### config.mk
export PLATFORM = sky130hd
export DESIGN_NAME = otd_decoder
export DESIGN_NICKNAME = d
export VERILOG_FILES = /design/src/core/otd_decoder.v /design/src/core/otd_modrm_split.v /design/src/core/otd_port_check.v
export VERILOG_INCLUDE_DIRS = /design/src /design/src/pkg
export SDC_FILE = /design/constraint.sdc
export NUM_CORES = 1
export LEC_CHECK = 0
export ABC_AREA = 1
export BUFFER_PORTS_ARGS = -buffer_cell sky130_fd_sc_hd__buf_2
export CAP_MARGIN = 20
export CORE_MARGIN = 2
export CORE_UTILIZATION = 55
export DETAILED_ROUTE_END_ITERATION = 6
export PLACE_DENSITY = 0.78
export SLEW_MARGIN = 20
export SYNTH_ARGS = -nofsm -noshare
export SYNTH_HDL_FRONTEND = slang
export SYNTH_SLANG_ARGS = --single-unit
### constraint.sdc
create_clock -name clk -period 2.6 [get_ports clk]
set_input_delay 0.26 -clock clk [delete_from_list [all_inputs] [get_ports clk]]
set_output_delay 0.26 -clock clk [all_outputs]
set_load 0.02 [all_outputs]
### src/pkg/otd_consts.vh
// Opcode patterns, mode codes and clock counts for the opcode timing decoder.
`ifndef OTD_CONSTS_VH
`define OTD_CONSTS_VH
// Operating modes.
`define OTD_MODE_REAL 2'h0
`define OTD_MODE_PROT 2'h1
`define OTD_MODE_V86 2'h2
// Opcode bytes and masks.
`define OTD_ESCAPE 8'h0F
`define OTD_POP_SEG_MASK 8'hE7
`define OTD_POP_SEG_VAL 8'h07
`define OTD_POP_SEG_CS 2'h1
`define OTD_POP_XSEG_MASK 8'hF7
`define OTD_POP_XSEG_VAL 8'hA1
`define OTD_POP_REG_VAL 5'h0B
`define OTD_SWAP_RM_VAL 7'h43
`define OTD_SWAP_ACC_VAL 5'h12
`define OTD_IN_FIXED_VAL 7'h72
`define OTD_EA_LOAD 8'h8D
`define OTD_FPL_DSEG 8'hC5
`define OTD_FPL_ESEG 8'hC4
`define OTD_FPL_FSEG 8'hB4
`define OTD_FPL_GSEG 8'hB5
`define OTD_FPL_SSEG 8'hB2
`define OTD_CARRY_CLEAR 8'hF8
`define OTD_DIR_CLEAR 8'hFC
`define OTD_IRQ_CLEAR 8'hFA
`define OTD_TS_CLEAR 8'h06
`define OTD_CARRY_INV 8'hF5
// Mod field value that selects a register operand.
`define OTD_MOD_REG 2'h3
// Operation classes reported with each decode.
`define OTD_OP_NONE 5'h00
`define OTD_OP_POP_SEG 5'h01
`define OTD_OP_POP_XSEG 5'h02
`define OTD_OP_POP_REG 5'h03
`define OTD_OP_SWAP_RM 5'h04
`define OTD_OP_SWAP_ACC 5'h05
`define OTD_OP_IN_FIXED 5'h06
`define OTD_OP_GP_FAULT 5'h07
`define OTD_OP_EA_LOAD 5'h08
`define OTD_OP_FPL_DSEG 5'h09
`define OTD_OP_FPL_ESEG 5'h0A
`define OTD_OP_FPL_FSEG 5'h0B
`define OTD_OP_FPL_GSEG 5'h0C
`define OTD_OP_FPL_SSEG 5'h0D
`define OTD_OP_CARRY_CLR 5'h0E
`define OTD_OP_DIR_CLR 5'h0F
`define OTD_OP_IRQ_CLR 5'h10
`define OTD_OP_TS_CLR 5'h11
`define OTD_OP_CARRY_INV 5'h12
`define OTD_OP_UNKNOWN 5'h1F
// Clock counts.
`define OTD_CLK_POP_SEG_REAL 6'h07
`define OTD_CLK_POP_SEG_PROT 6'h15
`define OTD_CLK_POP_REG 6'h04
`define OTD_CLK_SWAP_REG 6'h03
`define OTD_CLK_SWAP_MEM 6'h05
`define OTD_CLK_SWAP_ACC 6'h03
`define OTD_CLK_IN_REAL 6'h0C
`define OTD_CLK_IN_PRIV 6'h06
`define OTD_CLK_IN_UNPRIV 6'h1A
`define OTD_CLK_EA_LOAD 6'h02
`define OTD_CLK_FPL_REAL 6'h07
`define OTD_CLK_FPL_PROT 6'h16
`define OTD_CLK_FPL_XPROT 6'h19
`define OTD_CLK_FLAG 6'h02
`define OTD_CLK_IRQ_CLR 6'h08
`define OTD_CLK_TS_CLR 6'h06
`define OTD_CLK_TWO_REG_EA 6'h01
`define OTD_GP_VECTOR 8'h0D
`endif

### src/core/otd_decoder.v
// Opcode timing decoder for pops, swaps, port input, address loads and flag control.
// Summary of operation
// RQ1 - 000ss111 pops a legacy segment selector: 7 real, 21 protected clocks.
// RQ2 - Escape then 10ss1001 pops an added segment selector, same timing; the code matches 1010s001.
// RQ3 - 01011rrr pops a general register in 4 clocks.
// RQ4 - 1000011w with mod reg r/m swaps: 3 register, 5 memory clocks.
// RQ5 - 10010rrr swaps a register with the accumulator in 3 clocks.
// RQ6 - Fixed-port input: 12 real, 6 or 26 protected, 26 virtual-8086.
// RQ7 - Denied virtual-8086 port raises fault vector 13 instead.
// RQ8 - 10001101 with mod reg r/m loads effective address in 2 clocks.
// RQ9 - 11000101 loads far pointer with data segment: 7 real, 22 protected.
// RQ10 - 11000100 loads far pointer with extra segment: 7 and 22.
// RQ11 - Escape then 10110100 loads far pointer to first added segment: 7, 25.
// RQ12 - Escape then 10110101 loads far pointer to second added segment: 7, 25.
// RQ13 - Escape then 10110010 loads far pointer to stack segment: 7, 22.
// RQ14 - 11111000 clears carry in 2 clocks.
// RQ15 - 11111100 clears direction flag in 2 clocks.
// RQ16 - 11111010 clears interrupt enable in 8 clocks.
// RQ17 - Escape then 00000110 clears task-switched flag in 6 clocks.
// RQ18 - 11110101 inverts carry in 2 clocks.
// RQ19 - With two counts, register operand takes smaller, memory larger.
// RQ20 - Add 1 clock when the address combines two general registers.
// RQ21 - Low opcode bit w selects byte when zero, full width when one.
`timescale 1ns/1ps
`default_nettype none
`include "otd_consts.vh"
module otd_decoder (
  // Clock and reset.
  input wire clk,
  input wire srst,
  // Byte stream from the prefetch queue.
  input wire byte_valid,
  input wire [7:0] byte_data,
  output reg byte_ready,
  // Processor state.
  input wire [1:0] mode,
  input wire [1:0] current_privilege_level,
  input wire [1:0] io_privilege_level,
  input wire port_permitted,
  input wire addr32,
  // Decode result.
  output reg done,
  output reg [4:0] op_class,
  output reg [5:0] clocks,
  output reg [2:0] reg_sel,
  output reg [1:0] seg_sel,
  output reg wide,
  output reg mem_operand,
  output reg [7:0] port_num,
  output reg [7:0] fault_vector
);
  localparam ST_FIRST = 3'h0;
  localparam ST_ESC = 3'h1;
  localparam ST_MODRM = 3'h2;
  localparam ST_SIB = 3'h3;
  localparam ST_PORT = 3'h4;

  reg [2:0] state;
  reg [7:0] op_byte;
  reg escaped;
  reg [7:0] modrm_byte;
  reg [2:0] next_state;
  reg next_done;
  reg [4:0] next_op_class;
  reg [5:0] next_clocks;
  reg [2:0] next_reg_sel;
  reg [1:0] next_seg_sel;
  reg next_wide;
  reg next_mem;
  reg [7:0] next_port;
  reg [7:0] next_vector;

  wire take;
  wire prot;
  wire m_is_reg;
  wire [2:0] m_reg;
  wire m_two_reg;
  wire [7:0] split_modrm;
  wire [7:0] split_sib;
  wire port_fault;
  wire [5:0] port_clocks;

  assign take = byte_valid && byte_ready;
  assign prot = (mode != `OTD_MODE_REAL);
  assign split_modrm = (state == ST_MODRM) ? byte_data : modrm_byte;
  assign split_sib = (state == ST_SIB) ? byte_data : 8'h00;

  otd_modrm_split u_split (
    .modrm(split_modrm),
    .addr32(addr32),
    .sib(split_sib),
    .is_reg(m_is_reg),
    .reg_field(m_reg),
    .two_reg_ea(m_two_reg)
  );

  otd_port_check u_port (
    .mode(mode),
    .current_privilege_level(current_privilege_level),
    .io_privilege_level(io_privilege_level),
    .port_permitted(port_permitted),
    .fault(port_fault),
    .clocks(port_clocks)
  );

  // Base count of a mod reg r/m instruction, before any address penalty.
  function [5:0] modrm_clocks;
    input [7:0] op;
    input esc;
    input is_reg;
    input is_prot;
    begin
      modrm_clocks = `OTD_CLK_EA_LOAD;
      if (!esc && (op[7:1] == `OTD_SWAP_RM_VAL))
        modrm_clocks = is_reg ? `OTD_CLK_SWAP_REG : `OTD_CLK_SWAP_MEM; // RQ4 RQ19
      else if (!esc && (op == `OTD_EA_LOAD))
        modrm_clocks = `OTD_CLK_EA_LOAD; // RQ8
      else if (esc && ((op == `OTD_FPL_FSEG) || (op == `OTD_FPL_GSEG)))
        modrm_clocks = is_prot ? `OTD_CLK_FPL_XPROT : `OTD_CLK_FPL_REAL; // RQ11 RQ12
      else
        modrm_clocks = is_prot ? `OTD_CLK_FPL_PROT : `OTD_CLK_FPL_REAL; // RQ9 RQ10 RQ13
    end
  endfunction

  // Operation class of a mod reg r/m instruction.
  function [4:0] modrm_class;
    input [7:0] op;
    input esc;
    begin
      modrm_class = `OTD_OP_UNKNOWN;
      if (!esc && (op[7:1] == `OTD_SWAP_RM_VAL))
        modrm_class = `OTD_OP_SWAP_RM; // RQ4
      else if (!esc && (op == `OTD_EA_LOAD))
        modrm_class = `OTD_OP_EA_LOAD; // RQ8
      else if (!esc && (op == `OTD_FPL_DSEG))
        modrm_class = `OTD_OP_FPL_DSEG; // RQ9
      else if (!esc && (op == `OTD_FPL_ESEG))
        modrm_class = `OTD_OP_FPL_ESEG; // RQ10
      else if (esc && (op == `OTD_FPL_FSEG))
        modrm_class = `OTD_OP_FPL_FSEG; // RQ11
      else if (esc && (op == `OTD_FPL_GSEG))
        modrm_class = `OTD_OP_FPL_GSEG; // RQ12
      else if (esc && (op == `OTD_FPL_SSEG))
        modrm_class = `OTD_OP_FPL_SSEG; // RQ13
      else
        modrm_class = `OTD_OP_UNKNOWN;
    end
  endfunction

  // Finishes a mod reg r/m instruction once its address is fully known.
  task finish_modrm;
    input two_reg;
    begin
      next_state = ST_FIRST;
      next_done = 1'b1;
      next_op_class = modrm_class(op_byte, escaped);
      next_clocks = modrm_clocks(op_byte, escaped, !next_mem, prot) +
        (two_reg ? `OTD_CLK_TWO_REG_EA : 6'h00); // RQ20
    end
  endtask

  always @*
  begin
    next_state = state;
    next_done = 1'b0;
    next_op_class = op_class;
    next_clocks = clocks;
    next_reg_sel = reg_sel;
    next_seg_sel = seg_sel;
    next_wide = wide;
    next_mem = mem_operand;
    next_port = port_num;
    next_vector = fault_vector;
    if (take)
    begin
      case (state)
        ST_FIRST:
        begin
          next_reg_sel = byte_data[2:0];
          next_wide = 1'b1;
          next_mem = 1'b0;
          next_vector = 8'h00;
          next_done = 1'b1;
          if (byte_data == `OTD_ESCAPE)
          begin
            next_done = 1'b0;
            next_state = ST_ESC;
          end
          else if (((byte_data & `OTD_POP_SEG_MASK) == `OTD_POP_SEG_VAL) &&
                   (byte_data[4:3] != `OTD_POP_SEG_CS))
          begin
            next_op_class = `OTD_OP_POP_SEG; // RQ1
            next_seg_sel = byte_data[4:3];
            next_clocks = prot ? `OTD_CLK_POP_SEG_PROT : `OTD_CLK_POP_SEG_REAL; // RQ1
          end
          else if (byte_data[7:3] == `OTD_POP_REG_VAL)
          begin
            next_op_class = `OTD_OP_POP_REG; // RQ3
            next_clocks = `OTD_CLK_POP_REG; // RQ3
          end
          else if (byte_data[7:3] == `OTD_SWAP_ACC_VAL)
          begin
            next_op_class = `OTD_OP_SWAP_ACC; // RQ5
            next_clocks = `OTD_CLK_SWAP_ACC; // RQ5
          end
          else if (byte_data[7:1] == `OTD_IN_FIXED_VAL)
          begin
            next_done = 1'b0;
            next_wide = byte_data[0]; // RQ21
            next_state = ST_PORT;
          end
          else if ((byte_data[7:1] == `OTD_SWAP_RM_VAL) || (byte_data == `OTD_EA_LOAD) ||
                   (byte_data == `OTD_FPL_DSEG) || (byte_data == `OTD_FPL_ESEG))
          begin
            next_done = 1'b0;
            next_wide = (byte_data[7:1] == `OTD_SWAP_RM_VAL) ? byte_data[0] : 1'b1; // RQ21
            next_state = ST_MODRM;
          end
          else if (byte_data == `OTD_CARRY_CLEAR)
          begin
            next_op_class = `OTD_OP_CARRY_CLR; // RQ14
            next_clocks = `OTD_CLK_FLAG; // RQ14
          end
          else if (byte_data == `OTD_DIR_CLEAR)
          begin
            next_op_class = `OTD_OP_DIR_CLR; // RQ15
            next_clocks = `OTD_CLK_FLAG; // RQ15
          end
          else if (byte_data == `OTD_IRQ_CLEAR)
          begin
            next_op_class = `OTD_OP_IRQ_CLR; // RQ16
            next_clocks = `OTD_CLK_IRQ_CLR; // RQ16
          end
          else if (byte_data == `OTD_CARRY_INV)
          begin
            next_op_class = `OTD_OP_CARRY_INV; // RQ18
            next_clocks = `OTD_CLK_FLAG; // RQ18
          end
          else
          begin
            // An opcode outside the subset still ends with done and a zero count.
            next_op_class = `OTD_OP_UNKNOWN;
            next_clocks = 6'h00;
          end
        end
        ST_ESC:
        begin
          next_state = ST_FIRST;
          next_done = 1'b1;
          if ((byte_data & `OTD_POP_XSEG_MASK) == `OTD_POP_XSEG_VAL)
          begin
            next_op_class = `OTD_OP_POP_XSEG; // RQ2
            next_seg_sel = {1'b1, byte_data[3]};
            next_clocks = prot ? `OTD_CLK_POP_SEG_PROT : `OTD_CLK_POP_SEG_REAL; // RQ2
          end
          else if (byte_data == `OTD_TS_CLEAR)
          begin
            next_op_class = `OTD_OP_TS_CLR; // RQ17
            next_clocks = `OTD_CLK_TS_CLR; // RQ17
          end
          else if ((byte_data == `OTD_FPL_FSEG) || (byte_data == `OTD_FPL_GSEG) ||
                   (byte_data == `OTD_FPL_SSEG))
          begin
            next_done = 1'b0;
            next_state = ST_MODRM;
          end
          else
          begin
            // Class and count change only with done, so an unknown escape form is set here.
            next_op_class = `OTD_OP_UNKNOWN;
            next_clocks = 6'h00;
          end
        end
        ST_MODRM:
        begin
          next_reg_sel = m_reg;
          next_mem = !m_is_reg;
          // A 32-bit address with a scaled-index byte waits for that byte.
          if (addr32 && !m_is_reg && (byte_data[2:0] == 3'h4))
            next_state = ST_SIB;
          else
            finish_modrm(m_two_reg);
        end
        ST_SIB:
          finish_modrm(m_two_reg);
        ST_PORT:
        begin
          next_state = ST_FIRST;
          next_done = 1'b1;
          next_port = byte_data;
          next_clocks = port_clocks; // RQ6
          if (port_fault)
          begin
            next_op_class = `OTD_OP_GP_FAULT; // RQ7
            next_vector = `OTD_GP_VECTOR; // RQ7
          end
          else
            next_op_class = `OTD_OP_IN_FIXED; // RQ6
        end
        default:
          next_state = ST_FIRST;
      endcase
    end
  end

  always @(posedge clk)
  begin
    if (srst)
    begin
      state <= ST_FIRST;
      op_byte <= 8'h00;
      escaped <= 1'b0;
      modrm_byte <= 8'h00;
      byte_ready <= 1'b0;
      done <= 1'b0;
      op_class <= `OTD_OP_NONE;
      clocks <= 6'h00;
      reg_sel <= 3'h0;
      seg_sel <= 2'h0;
      wide <= 1'b0;
      mem_operand <= 1'b0;
      port_num <= 8'h00;
      fault_vector <= 8'h00;
    end
    else
    begin
      byte_ready <= 1'b1;
      state <= next_state;
      done <= next_done;
      op_class <= next_op_class;
      clocks <= next_clocks;
      reg_sel <= next_reg_sel;
      seg_sel <= next_seg_sel;
      wide <= next_wide;
      mem_operand <= next_mem;
      port_num <= next_port;
      fault_vector <= next_vector;
      if (take && (state == ST_FIRST))
      begin
        op_byte <= byte_data;
        escaped <= 1'b0;
      end
      if (take && (state == ST_ESC))
      begin
        op_byte <= byte_data;
        escaped <= 1'b1;
      end
      if (take && (state == ST_MODRM))
        modrm_byte <= byte_data;
    end
  end
endmodule // otd_decoder
`default_nettype wire

### src/core/otd_modrm_split.v
// Splits a mod reg r/m byte and detects a two-register effective address.
`timescale 1ns/1ps
`default_nettype none
`include "otd_consts.vh"
module otd_modrm_split (
  // Mod reg r/m byte, address size and scaled-index byte.
  input wire [7:0] modrm,
  input wire addr32,
  input wire [7:0] sib,
  // Decoded fields.
  output wire is_reg,
  output wire [2:0] reg_field,
  output wire two_reg_ea
);
  wire [1:0] mode_bits;
  wire [2:0] rm;
  assign mode_bits = modrm[7:6];
  assign rm = modrm[2:0];
  assign reg_field = modrm[5:3];
  assign is_reg = (mode_bits == `OTD_MOD_REG);
  // In 16-bit addressing r/m 0 to 3 combine a base and an index register.
  // In 32-bit addressing a scaled-index byte with index not 4 and a real base does so.
  assign two_reg_ea = !is_reg && (addr32 ?
    ((rm == 3'h4) && (sib[5:3] != 3'h4) && !((sib[2:0] == 3'h5) && (mode_bits == 2'h0))) :
    (rm[2] == 1'b0));
endmodule // otd_modrm_split
`default_nettype wire

### src/core/otd_port_check.v
// Decides the privilege outcome and timing of a fixed-port input.
`timescale 1ns/1ps
`default_nettype none
`include "otd_consts.vh"
module otd_port_check (
  // Mode and privilege state.
  input wire [1:0] mode,
  input wire [1:0] current_privilege_level,
  input wire [1:0] io_privilege_level,
  input wire port_permitted,
  // Outcome.
  output reg fault,
  output reg [5:0] clocks
);
  always @*
  begin
    fault = 1'b0;
    clocks = `OTD_CLK_IN_REAL;
    case (mode)
      `OTD_MODE_REAL: clocks = `OTD_CLK_IN_REAL;
      `OTD_MODE_PROT: clocks = (current_privilege_level <= io_privilege_level) ?
        `OTD_CLK_IN_PRIV : `OTD_CLK_IN_UNPRIV;
      `OTD_MODE_V86:
      begin
        clocks = `OTD_CLK_IN_UNPRIV;
        fault = !port_permitted;
      end
      default: clocks = `OTD_CLK_IN_REAL;
    endcase
  end
endmodule // otd_port_check
`default_nettype wire

==> out/qor.yml, run 1 <==
status: "finished, final reports clean"
tightest_slew_ns: 0.756
yosysWarnings: 0
period_needed_ns: 2.36
syn_inst: 460
syn_area_um2: 2940
cts_buffers: 5
wirelength_um: 8610
n_antenna_cell: 0
drive_above_1_share: 0.176
crit_family: "simple AND/OR/NAND/NOR gates"
die_y_um: 77.1
irDropWorstVdd_uv: 257
grt_pass1_vias: 2939
grt_pass1_wl_um: 14200
areaGrowthSynthToFinish_pct: 13.8
vias: 3203
utilization: 0.651
worst_ep_required_time_ns: 2.80
reg2reg_depth: 15
ys_types: 34
final_antenna_net_count: 0
setup_viol: 0
synth_area_leader_cell: "dfxtp_1"
hold_path_class: "primary input to flip-flop"
critical-path-slowest-cell: "dfxtp_4"
setup-tns-final_ns: 0
hpwl_um: 6550
crit_path_start_kind: "flip-flop"
arrival_ns: 2.56
core_area_um2: 5140
rsz0062_at_grt: "no"
r2r-start: "state[2]"
drv_slew: 0
crit_buf_inv: 0
clk_pin_slew_worst_paths_ns: 0.09
critPathMaxFanout: 7
clock_skew_ns: 0.00659
drc: 0
grtUsageTotal: 0.299
synth_area_leaders: "dfxtp_1 31%, nand2_1 11%, inv_1 7.7%, nand3_1 7.3%, nor2_1 7.0%"
place_ws_ns: 0.0844
yosysTopAreaCellShare: 0.313
multi_input_area_um2: 1680
power.leakage_nw: 1.60
place.gp.congestion: 0.992
fin_nets: 532
hold_path_depth: 4
ios: 55
cp-startpoint: "state[2]"
pwr-share-comb: 0.150
root_buffer: "clkbuf_8"
p_clk_frac: 0.355
h-tree-depth: 2
syn_avg_cell_area_um2: 6.39
worst-setup-path-type: "flip-flop to flip-flop"
cts_buffer_depth: 2
max-cap-violations: 0
min_from: "port_permitted"
num-fill-cells: 490
regToRegEndpoint: "clocks[1]"
antenna_found_initial: 0
net-switching-power_mw: 0.415
die-area_um2: 5940
r2r_slack_ns: 0.24
p_total_mw: 1.50
maxSlewHeadroom: 0.495
final-hold-violation-count: 0
fmax_mhz: 424
finalCritPeriodShare: 0.907
min_to: "fault_vector[2]"
yosysSeqAreaShare: 0.313
grt_max_degree: 30
ys_ff_latch: 46
drt_iter0_drc: 238
slowest_delay_ns: 0.38
p_int_mw: 1.08
die_w_um: 77.1
row_count: 26
post_drt_via_cell_ratio: 5.56
grt_overflow: 0
worstSkewPairLatency_ns: 0.30
worst_slack_ns: 0.241
start_util: 0.572
pwr-share-seq: 0.495
path_cells: "nor2_4 -> nand3_1 -> nand2_2 -> nor2_1 -> nand2_1 -> nand3_1 -> a221oi_2 -> ha_2 -> ha_1 -> nand2_1 -> o21ai_0 -> a21oi_1 -> o21ai_1 -> nor3_1 -> nor2_1"
avgRoutedWirePerCell_um: 15.0
cts_tree: "done"
final-seq-area_um2: 927
dr.pass1.iters: 7
cts_setup_buffers: 0
power_density_nw_per_um2: 448
numPortBuffers: 49
cts_sinks: 46
cp-end-kind: "flip-flop"
swShare: 0.277
==> through the flow <==
| step | cells | instance area (um^2) | hold slack (ns) |
|---|---|---|---|
| 5_1_grt | 576 | 3340 | 0.289 |
| 3_5_place_dp | 568 | 3210 | 0.442 |
| 3_3_place_gp | 568 | 3210 | 0.428 |
| 4_1_cts | 576 | 3320 | 0.289 |
| 2_1_floorplan | 464 | 2950 | 0.425 |
| 6_report | 576 | 3340 | 0.294 |
==> placed cells by master (no fill, tap or decap), types with 2 or more instances in the layout <==
cell type	Yosys	final
nand2_1	90	90
inv_1	60	60
nor2_1	55	54
buf_2	6	49
dfxtp_1	46	43
nand3_1	43	42
a21oi_1	36	36
o21ai_0	30	29
nor3_1	11	11
o21ai_1	8	9
buf_4	9	8
nand4_1	7	7
ha_1	8	7
nand2_2	6	6
o211ai_1	6	6
a31oi_1	5	5
conb_1	1	5
clkbuf_8	0	5
nand3_2	3	4
nor2_4	2	3
inv_2	3	3
nor3_2	3	3
nor4_1	2	2
a21boi_0	2	2
a211oi_1	2	2
clkbuf_1	7	2
dfxtp_2	0	2
==> worst max path at each step <==
stage | cells after the start | to
3_3_place_gp | 14 | clocks[1]
5_1_grt | 15 | clocks[1]
3_5_place_dp | 14 | clocks[1]
2_1_floorplan | 16 | clocks[1]
6_report | 15 | clocks[1]
4_1_cts | 14 | clocks[1]
==> power groups by stage <==
stage | combinational (mW) | clock [mW] | sequential [mW]
final | 0.225 | 0.531 | 0.741
after detailed placement | 0.219 | 0 | 0.758
after global placement | 0.218 | 0 | 0.758
after floorplan | 0.137 | 0 | 0.775
after global routing | 0.250 | 0.572 | 0.744
after CTS | 0.220 | 0.540 | 0.742
==> cell usage after synthesis <==
library cell	count
a211oi_1	2
a21boi_0	2
a21oi_1	36
a21oi_4	1
a221oi_1	1
a31oi_1	5
buf_2	6
buf_4	9
buf_6	1
clkbuf_1	7
conb_1	1
dfxtp_1	46
ha_1	8
inv_1	60
inv_2	3
nand2_1	90
nand2_2	6
nand2_4	1
nand3_1	43
nand3_2	3
nand3b_1	1
nand4_1	7
nor2_1	55
nor2_4	2
nor3_1	11
nor3_2	3
nor4_1	2
o211ai_1	6
o21ai_0	30
o21ai_1	8
o221ai_1	1
o22ai_1	1
o32ai_1	1
or2_1	1
==> cell families (layout without fill, tap and decap cells) <==
logic type / after synthesis / in the layout / synth area share
adder cells (fa/ha/maj): 8 / 8 / 0.0341
flip-flops: 46 / 46 / 0.313
AO/OA/AOI/OAI: 94 / 94 / 0.179
AND/OR/NAND/NOR: 225 / 225 / 0.346
buffers and inverters: 86 / 128 / 0.126
other: 1 / 5 / 0.00128
==> registers in the layout (all words and copies together) (netlist names) <==
signal and flops:
byte_ready 1, clocks 6, done 1, escaped 1
fault_vector 1, mem_operand 1, modrm_byte 5, op_byte 8
op_class 5, port_num 8, reg_sel 3, seg_sel 2
state 3, wide 1
==> routing by layer <==
layer,track usage,vias to the layer above,wire length [um]
met2,0.475,123,3840
met3,0.0506,18,616
met5,0,-,0
li1,-,1591,-
met4,0.109,0,215
met1,0.408,1471,3940
==> tightest hold or removal path: cells and delay by family <==
| kind | cells | cell delay [ns] |
|---|---|---|
| buffers and inverters | 1 | 0.08 |
| and+or+nand+nor | 2 | 0.15 |
| AOI/OAI and AO/OA | 1 | 0.06 |
==> final cells by class <==
class                   instances  area share
clock buffers                   7      0.0228
clock inverters                 1     0.00898
inverters                      63      0.0707
multi-input cells             332       0.503
flip-flops and latches         46       0.277
well taps                      70      0.0262
repair buffers                 57      0.0913
==> repair_timing <==
action,CTS,global route
hold buffers,0,0
resized for setup,0,10
setup endpoints to repair,0,1
Note: power is estimated with default switching activity, not from simulation.
==> inputs of run 2 (changes only) <==
--- a/config.mk
+++ b/config.mk
@@ -6,13 +6,12 @@
 export SDC_FILE = /design/constraint.sdc
 export NUM_CORES = 1
 export LEC_CHECK = 0
-export ABC_AREA = 1
 export BUFFER_PORTS_ARGS = -buffer_cell sky130_fd_sc_hd__buf_2
 export CAP_MARGIN = 20
 export CORE_MARGIN = 2
 export CORE_UTILIZATION = 55
 export DETAILED_ROUTE_END_ITERATION = 6
-export PLACE_DENSITY = 0.78
+export PLACE_DENSITY_LB_ADDON = 0.25
 export SLEW_MARGIN = 20
 export SYNTH_ARGS = -nofsm -noshare
 export SYNTH_HDL_FRONTEND = slang
==> out/qor.yml, run 2 <==
grt_pass1_vias: 2998  # was 2,939
clock_skew_ns: 0.00554  # was 0.00659 ns
numPortBuffers: 49  # unchanged
core_area_um2: 5440  # was 5140 um^2
regToRegEndpoint: "clocks[1]"  # unchanged
crit_path_start_kind: "flip-flop"  # unchanged
min_from: "byte_data[1]"  # was port_permitted
grt_max_degree: 28  # was 30
drv_slew: 0  # unchanged
syn_area_um2: 3060  # was 2940 um^2
fmax_mhz: 408  # was 424 MHz
cts_buffer_depth: 2  # unchanged
worst_ep_required_time_ns: 2.77  # was 2.80 ns
final_common_cell: "nand2_1"  # unchanged
root_buffer: "clkbuf_8"  # unchanged
dp.cells: 515  # was 568
cp-end-kind: "flip-flop"  # unchanged
dr.pass1.iters: 6  # was 7
critPathMaxFanout: 3  # was 7
hold_path_class: "primary input to flip-flop"  # unchanged
arrival_ns: 2.62  # was 2.56 ns
die-area_um2: 6180  # was 5940 um^2
wirelength_um: 8840  # was 8610 um
hold_path_depth: 3  # was 4
fin_nets: 478  # was 532
die_y_um: 78.6  # was 77.1 um
clk_pin_slew_worst_paths_ns: 0.09  # about the same
yosysTopAreaCellShare: 0.301  # was 0.313
synth_commonest_cells: "56 x nand2_1, 46 x dfxtp_1, 39 x a21oi_1"  # was 90 x nand2_1, 60 x inv_1, 55 x nor2_1
status: "finished, final reports clean"  # unchanged
r2r-start: "state[2]"  # unchanged
areaGrowthSynthToFinish_pct: 15.8  # was 13.8%
worstSkewPairLatency_ns: 0.30  # about the same
r2r_slack_ns: 0.15  # was 0.24 ns
ys_ff_latch: 46  # unchanged
worst-setup-path-type: "flip-flop to flip-flop"  # unchanged
path_cells: "nor3b_4 -> mux2i_1 -> o22ai_1 -> a21oi_1 -> a21oi_1 -> nor2_1 -> ha_2 -> ha_1 -> a21oi_2 -> o21ai_0 -> a311oi_1 -> a211oi_1"  # was nor2_4 -> nand3_1 -> nand2_2 -> nor2_1 -> nand2_1 -> nand3_1 -> a221oi_2 -> ha_2 -> ha_1 -> nand2_1 -> o21ai_0 -> a21oi_1 -> o21ai_1 -> nor3_1 -> nor2_1
finalNonFillerCells: 524  # was 576
drt-met1-wl_um: 3620  # was 3940 um
min_to: "op_byte[1]"  # was fault_vector[2]
yosysWarnings: 0  # unchanged
setup-tns-final_ns: 0  # unchanged
fin_area_um2: 3550  # was 3340 um^2
place.gp.congestion: 0.958  # was 0.992
reg2reg_depth: 12  # was 15
slowest_delay_ns: 0.35  # was 0.38 ns
ios: 55  # unchanged
power.leakage_nw: 1.42  # was 1.60 nW
p_total_mw: 1.53  # was 1.50 mW
critical-path-slowest-cell: "dfxtp_2"  # was dfxtp_4
tightest_slew_ns: 0.766  # was 0.756 ns
avgRoutedWirePerCell_um: 16.9  # was 15.0 um
antenna_found_initial: 0  # unchanged
start_util: 0.563  # was 0.572
dr_wl_met3_um: 844  # was 616 um
cts_buffers: 5  # unchanged
irDropWorstVdd_uv: 294  # was 257 uV
vias: 3310  # was 3,203
highest_layer: "met4"  # unchanged
synth_flop_cell: "dfxtp_1"  # unchanged
grt_overflow: 0  # unchanged
reg_top3: "op_byte (8), port_num (8), clocks (6)"  # unchanged
mostFrequentLayoutCells: "56 x nand2_1, 49 x buf_2, 44 x dfxtp_1, 38 x a21oi_1, 31 x nor2_1"  # was 90 x nand2_1, 60 x inv_1, 54 x nor2_1, 49 x buf_2, 43 x dfxtp_1
syn_inst: 405  # was 460
n_antenna_cell: 0  # unchanged
synth_area_leader_cell: "dfxtp_1"  # unchanged
syn_avg_cell_area_um2: 7.57  # was 6.39 um^2
grtUsageTotal: 0.288  # was 0.299
yosysSeqAreaShare: 0.301  # was 0.313
h-tree-depth: 2  # unchanged
post_drt_via_cell_ratio: 6.32  # was 5.56
ys_types: 63  # was 34
hpwl_um: 6330  # was 6550 um
crit_path_frequent_cell: "a21oi_1"
final-hold-violation-count: 0  # unchanged
cts_sinks: 46  # unchanged
wl_met2_um: 4080  # was 3840 um
synth_edf_count: 0  # unchanged
maxSlewHeadroom: 0.482  # was 0.495
grt_pass1_wl_um: 14300  # was 14,200 um
period_needed_ns: 2.45  # was 2.36 ns
cts_tree: "done"  # unchanged
synth_area_leaders: "dfxtp_1 30%, nand2_1 6.9%, a21oi_1 6.4%, nor2_1 3.8%, ha_1 3.3%"  # was dfxtp_1 31%, nand2_1 11%, inv_1 7.7%, nand3_1 7.3%, nor2_1 7.0%
cts_hold_buf: 0  # unchanged
final_antenna_net_count: 0  # unchanged
post-synth-top-count-cell: "nand2_1"  # unchanged
row_count: 27  # was 26
setup_viol: 0  # unchanged
power_density_nw_per_um2: 431  # was 448 nW/um^2
placed_cell_area_um2: 3390  # was 3210 um^2
die_w_um: 78.6  # was 77.1 um
drive_above_1_share: 0.208  # was 0.176
async_reset_ff_frac: 0  # unchanged
max-cap-violations: 0  # unchanged
drt_iter0_drc: 487  # was 238
drc: 0  # unchanged
finalCritPeriodShare: 0.942  # was 0.907
run 2: cell types whose count changed in the layout (fill, tap and decap cells not counted), sizes merged, moves of 14 or more:
cell / before / now
nand2b: 0 / 15
nor2: 57 / 31
inv: 63 / 12
buf: 57 / 71
o21ai: 38 / 18
nand2: 97 / 56
nand3: 46 / 19
run 2: per-stage QoR:
step	hold WS (ns)	setup slack [ns]	utilization
6_report	0.264	0.151	0.653
4_1_cts	0.269	0.178	0.644
3_3_place_gp	0.442	0.253	0.624
5_1_grt	0.304	-0.0313	0.653
2_1_floorplan	0.413	0.0804	-
3_5_place_dp	0.448	0.199	0.624
run 2: how the worst max path moves through the flow:
stage               slack, ns    startpoint         to  cells after the start
finish                   0.15      state[2]  clocks[1]                     12
detailed placement       0.20      state[0]  clocks[1]                     13
global route            -0.03      state[2]  clocks[2]                     12
global placement         0.25  byte_data[2]  clocks[1]                     13
CTS                      0.18      state[0]  clocks[1]                     13
floorplan                0.08      state[2]  clocks[1]                     14
run 2: logic make-up (layout without fill, tap and decap cells):
family          Yosys count  count (layout)  share of synthesized area
mux                       5               5                     0.0163
flops                    46              46                      0.301
xor+xnor                  2               2                    0.00572
fa+ha+maj                 8               8                     0.0327
buf+inv                  48              91                     0.0743
other cells               1               5                    0.00122
simple gates            180             180                      0.313
compound gates          115             115                      0.256
run 2: critical path, delay by kind of cell, from the launching register on:
| family | cells | cell delay, ns |
|---|---|---|
| multiplexers | 1 | 0.24 |
| flip-flops | 1 | 0.35 |
| adder cells (fa/ha/maj) | 2 | 0.46 |
| AND/OR/NAND/NOR | 2 | 0.39 |
| AO/OA/AOI/OAI | 7 | 0.87 |
run 2: what timing repair did:
| item | 4_1_cts | 5_1_grt |
|---|---|---|
| buffers inserted | 0 | 1 |
| setup endpoints to repair | 0 | 2 |
| endpoints found under the hold margin | 0 | 0 |
| resized for setup | 0 | 10 |
run 2: power breakdown:
part	internal (mW)	switching (mW)	total [mW]
registers	0.724	0.0150	0.739
clock network	0.287	0.258	0.545
logic	0.0887	0.158	0.247
total	1.10	0.431	1.53
run 2: final cells by class:
class	count	area, um^2
clock inverters	2	37.5
clock buffers	6	72.6
inverters	12	45.0
well taps	72	90.1
multi-input cells	315	1960
flip-flops and latches	46	923
repair buffers	71	422
fillers	488	1890
run 2: metal layers:
metal,vias up,GRT usage
met5,-,0
met4,0,0.111
met3,37,0.0425
met2,205,0.468
met1,1505,0.385
li1,1563,-
==> inputs of run 3 (changes only) <==
--- a/config.mk
+++ b/config.mk
@@ -9,7 +9,7 @@
 export BUFFER_PORTS_ARGS = -buffer_cell sky130_fd_sc_hd__buf_2
 export CAP_MARGIN = 20
 export CORE_MARGIN = 2
-export CORE_UTILIZATION = 55
+export CORE_UTILIZATION = 56
 export DETAILED_ROUTE_END_ITERATION = 6
 export PLACE_DENSITY_LB_ADDON = 0.25
 export SLEW_MARGIN = 20
==> out/qor.yml, run 3 (synthesized netlist as in run 2, its figures left out) <==
status: "finished, final reports clean"  # unchanged
cts_hold_buf: 0  # unchanged
cts_setup_buffers: 0  # unchanged
cp-end-kind: "flip-flop"  # unchanged
root_buffer: "clkbuf_8"  # unchanged
max-cap-violations: 0  # unchanged
p_total_mw: 1.53  # about the same
cts_buffers: 5  # unchanged
hold_path_class: "primary input to flip-flop"  # unchanged
irDropWorstVdd_uv: 239  # was 294 uV
worstSkewPairLatency_ns: 0.30  # about the same
slowest_delay_ns: 0.34  # was 0.35 ns
setup_viol: 0  # unchanged
final_common_cell: "nand2_1"  # unchanged
drive_above_1_share: 0.196  # was 0.208
areaGrowthSynthToFinish_pct: 14.8  # was 15.8%
setup-tns-final_ns: 0  # unchanged
path_cells: "nor3b_2 -> buf_4 -> nor4b_1 -> a21oi_1 -> a21oi_1 -> a21oi_1 -> nor2_1 -> ha_1 -> ha_1 -> a21oi_1 -> o21ai_0 -> a311oi_1 -> a211oi_1"  # was nor3b_4 -> mux2i_1 -> o22ai_1 -> a21oi_1 -> a21oi_1 -> nor2_1 -> ha_2 -> ha_1 -> a21oi_2 -> o21ai_0 -> a311oi_1 -> a211oi_1
row_count: 26  # was 27
hold_path_depth: 3  # unchanged
utilization: 0.676  # was 0.653
place.gp.congestion: 0.920  # was 0.958
grt_pass1_wl_um: 13800  # was 14,300 um
grtUsageTotal: 0.283  # was 0.288
cts_sinks: 46  # unchanged
drt_iter0_drc: 402  # was 487
finalNonFillerCells: 523  # was 524
arrival_ns: 2.64  # was 2.62 ns
worst_ep_required_time_ns: 2.77  # about the same
drc: 0  # unchanged
wirelength_um: 8700  # was 8840 um
power_density_nw_per_um2: 436  # was 431 nW/um^2
clock_skew_ns: 0.00410  # was 0.00554 ns
post_drt_via_cell_ratio: 6.34  # was 6.32
fin_nets: 479  # was 478
dp.cells: 515  # unchanged
rsz0062_at_grt: "yes"
cts_tree: "done"  # unchanged
cts_buffer_depth: 2  # unchanged
ios: 55  # unchanged
critical-path-slowest-cell: "dfxtp_1"  # was dfxtp_2
antenna_found_initial: 0  # unchanged
vias: 3314  # was 3,310
crit_cells: 13  # was 12
clk_pin_slew_worst_paths_ns: 0.09  # about the same
period_needed_ns: 2.47  # was 2.45 ns
die_y_um: 78.0  # was 78.6 um
final-hold-violation-count: 0  # unchanged
worst_slack_ns: 0.131  # was 0.151 ns
core_area_um2: 5200  # was 5440 um^2
final_antenna_net_count: 0  # unchanged
tightest_slew_ns: 0.711  # was 0.766 ns
holdWs_ns: 0.274  # was 0.264 ns
die_w_um: 78.0  # was 78.6 um
placed_cell_area_um2: 3410  # was 3390 um^2
fin_area_um2: 3520  # was 3550 um^2
grt_overflow: 0  # unchanged
h-tree-depth: 2  # unchanged
start_util: 0.589  # was 0.563
fmax_mhz: 405  # was 408 MHz
die-area_um2: 6080  # was 6180 um^2
crit_family: "compound AO/OA/AOI/OAI gates"  # unchanged
drv_slew: 0  # unchanged
crit_buf_inv: 1  # was 0
mostFrequentLayoutCells: "56 x nand2_1, 49 x buf_2, 46 x dfxtp_1, 39 x a21oi_1, 31 x nor2_1"  # was 56 x nand2_1, 49 x buf_2, 44 x dfxtp_1, 38 x a21oi_1, 31 x nor2_1
grt_pass1_vias: 2789  # was 2,998
power.leakage_nw: 1.43  # was 1.42 nW
dr.pass1.iters: 5  # was 6
critPathMaxFanout: 12  # was 3
place_ws_ns: 0.161  # was 0.199 ns
finalCritPeriodShare: 0.949  # was 0.942
hpwl_um: 6230  # was 6330 um
reg_top3: "op_byte (8), port_num (8), clocks (6)"  # unchanged
maxSlewHeadroom: 0.519  # was 0.482
grt_max_degree: 30  # was 28
crit_path_frequent_cell: "a21oi_1"  # unchanged
numPortBuffers: 49  # unchanged
n_antenna_cell: 0  # unchanged
reg2reg_depth: 13  # was 12
crit_path_start_kind: "flip-flop"  # unchanged
avgRoutedWirePerCell_um: 16.6  # was 16.9 um
cts-resized-gates: 0  # unchanged
worst-setup-path-type: "flip-flop to flip-flop"  # unchanged
## run 3: changes by cell type in the layout (fill, tap and decap cells not counted), moves of 2 or more
| cell | change |
|---|---|
| dfxtp_2 | -2 |
| buf_6 | -3 |
| buf_4 | +4 |
| dfxtp_1 | +2 |
## run 3: layout make-up
| cell class | instances | area (um^2) |
|---|---|---|
| multi-input cells | 315 | 1940 |
| well taps | 70 | 87.6 |
| repair buffers | 72 | 418 |
| clock buffers | 6 | 72.6 |
| inverters | 12 | 45.0 |
| fillers | 454 | 1690 |
| clock inverters | 2 | 37.5 |
| flip-flops and latches | 46 | 921 |
## run 3: worst register-to-register path, stage by stage, from the launching register on
cell and delay, ns:
dfxtp_1 0.34, nor3b_2 0.25, buf_4 0.23, nor4b_1 0.07
a21oi_1 0.12, a21oi_1 0.06, a21oi_1 0.15, nor2_1 0.07
ha_1 0.23, ha_1 0.31, a21oi_1 0.11, o21ai_0 0.09
a311oi_1 0.21, a211oi_1 0.10
## run 3: path summary, 6_finish.rpt
check	startpoint	to	slack (ns)
worst max-delay path	state[1]	clocks[1]	0.13
worst min-delay path	byte_data[4]	op_byte[4]	0.27
worst max register to register	state[1]	clocks[1]	0.13
worst min register to register	port_num[7]	port_num[7]	0.46
## run 3: metal layers
metal	up-vias	routed length, um	global-route usage
met5	-	0	0
met4	0	176	0.0789
met3	26	833	0.0488
met2	220	3850	0.441
met1	1511	3830	0.403
li1	1557	-	-
## run 3: power breakdown
part	internal, mW	switching, mW
clock network	0.287	0.264
registers	0.724	0.0153
logic	0.0876	0.157
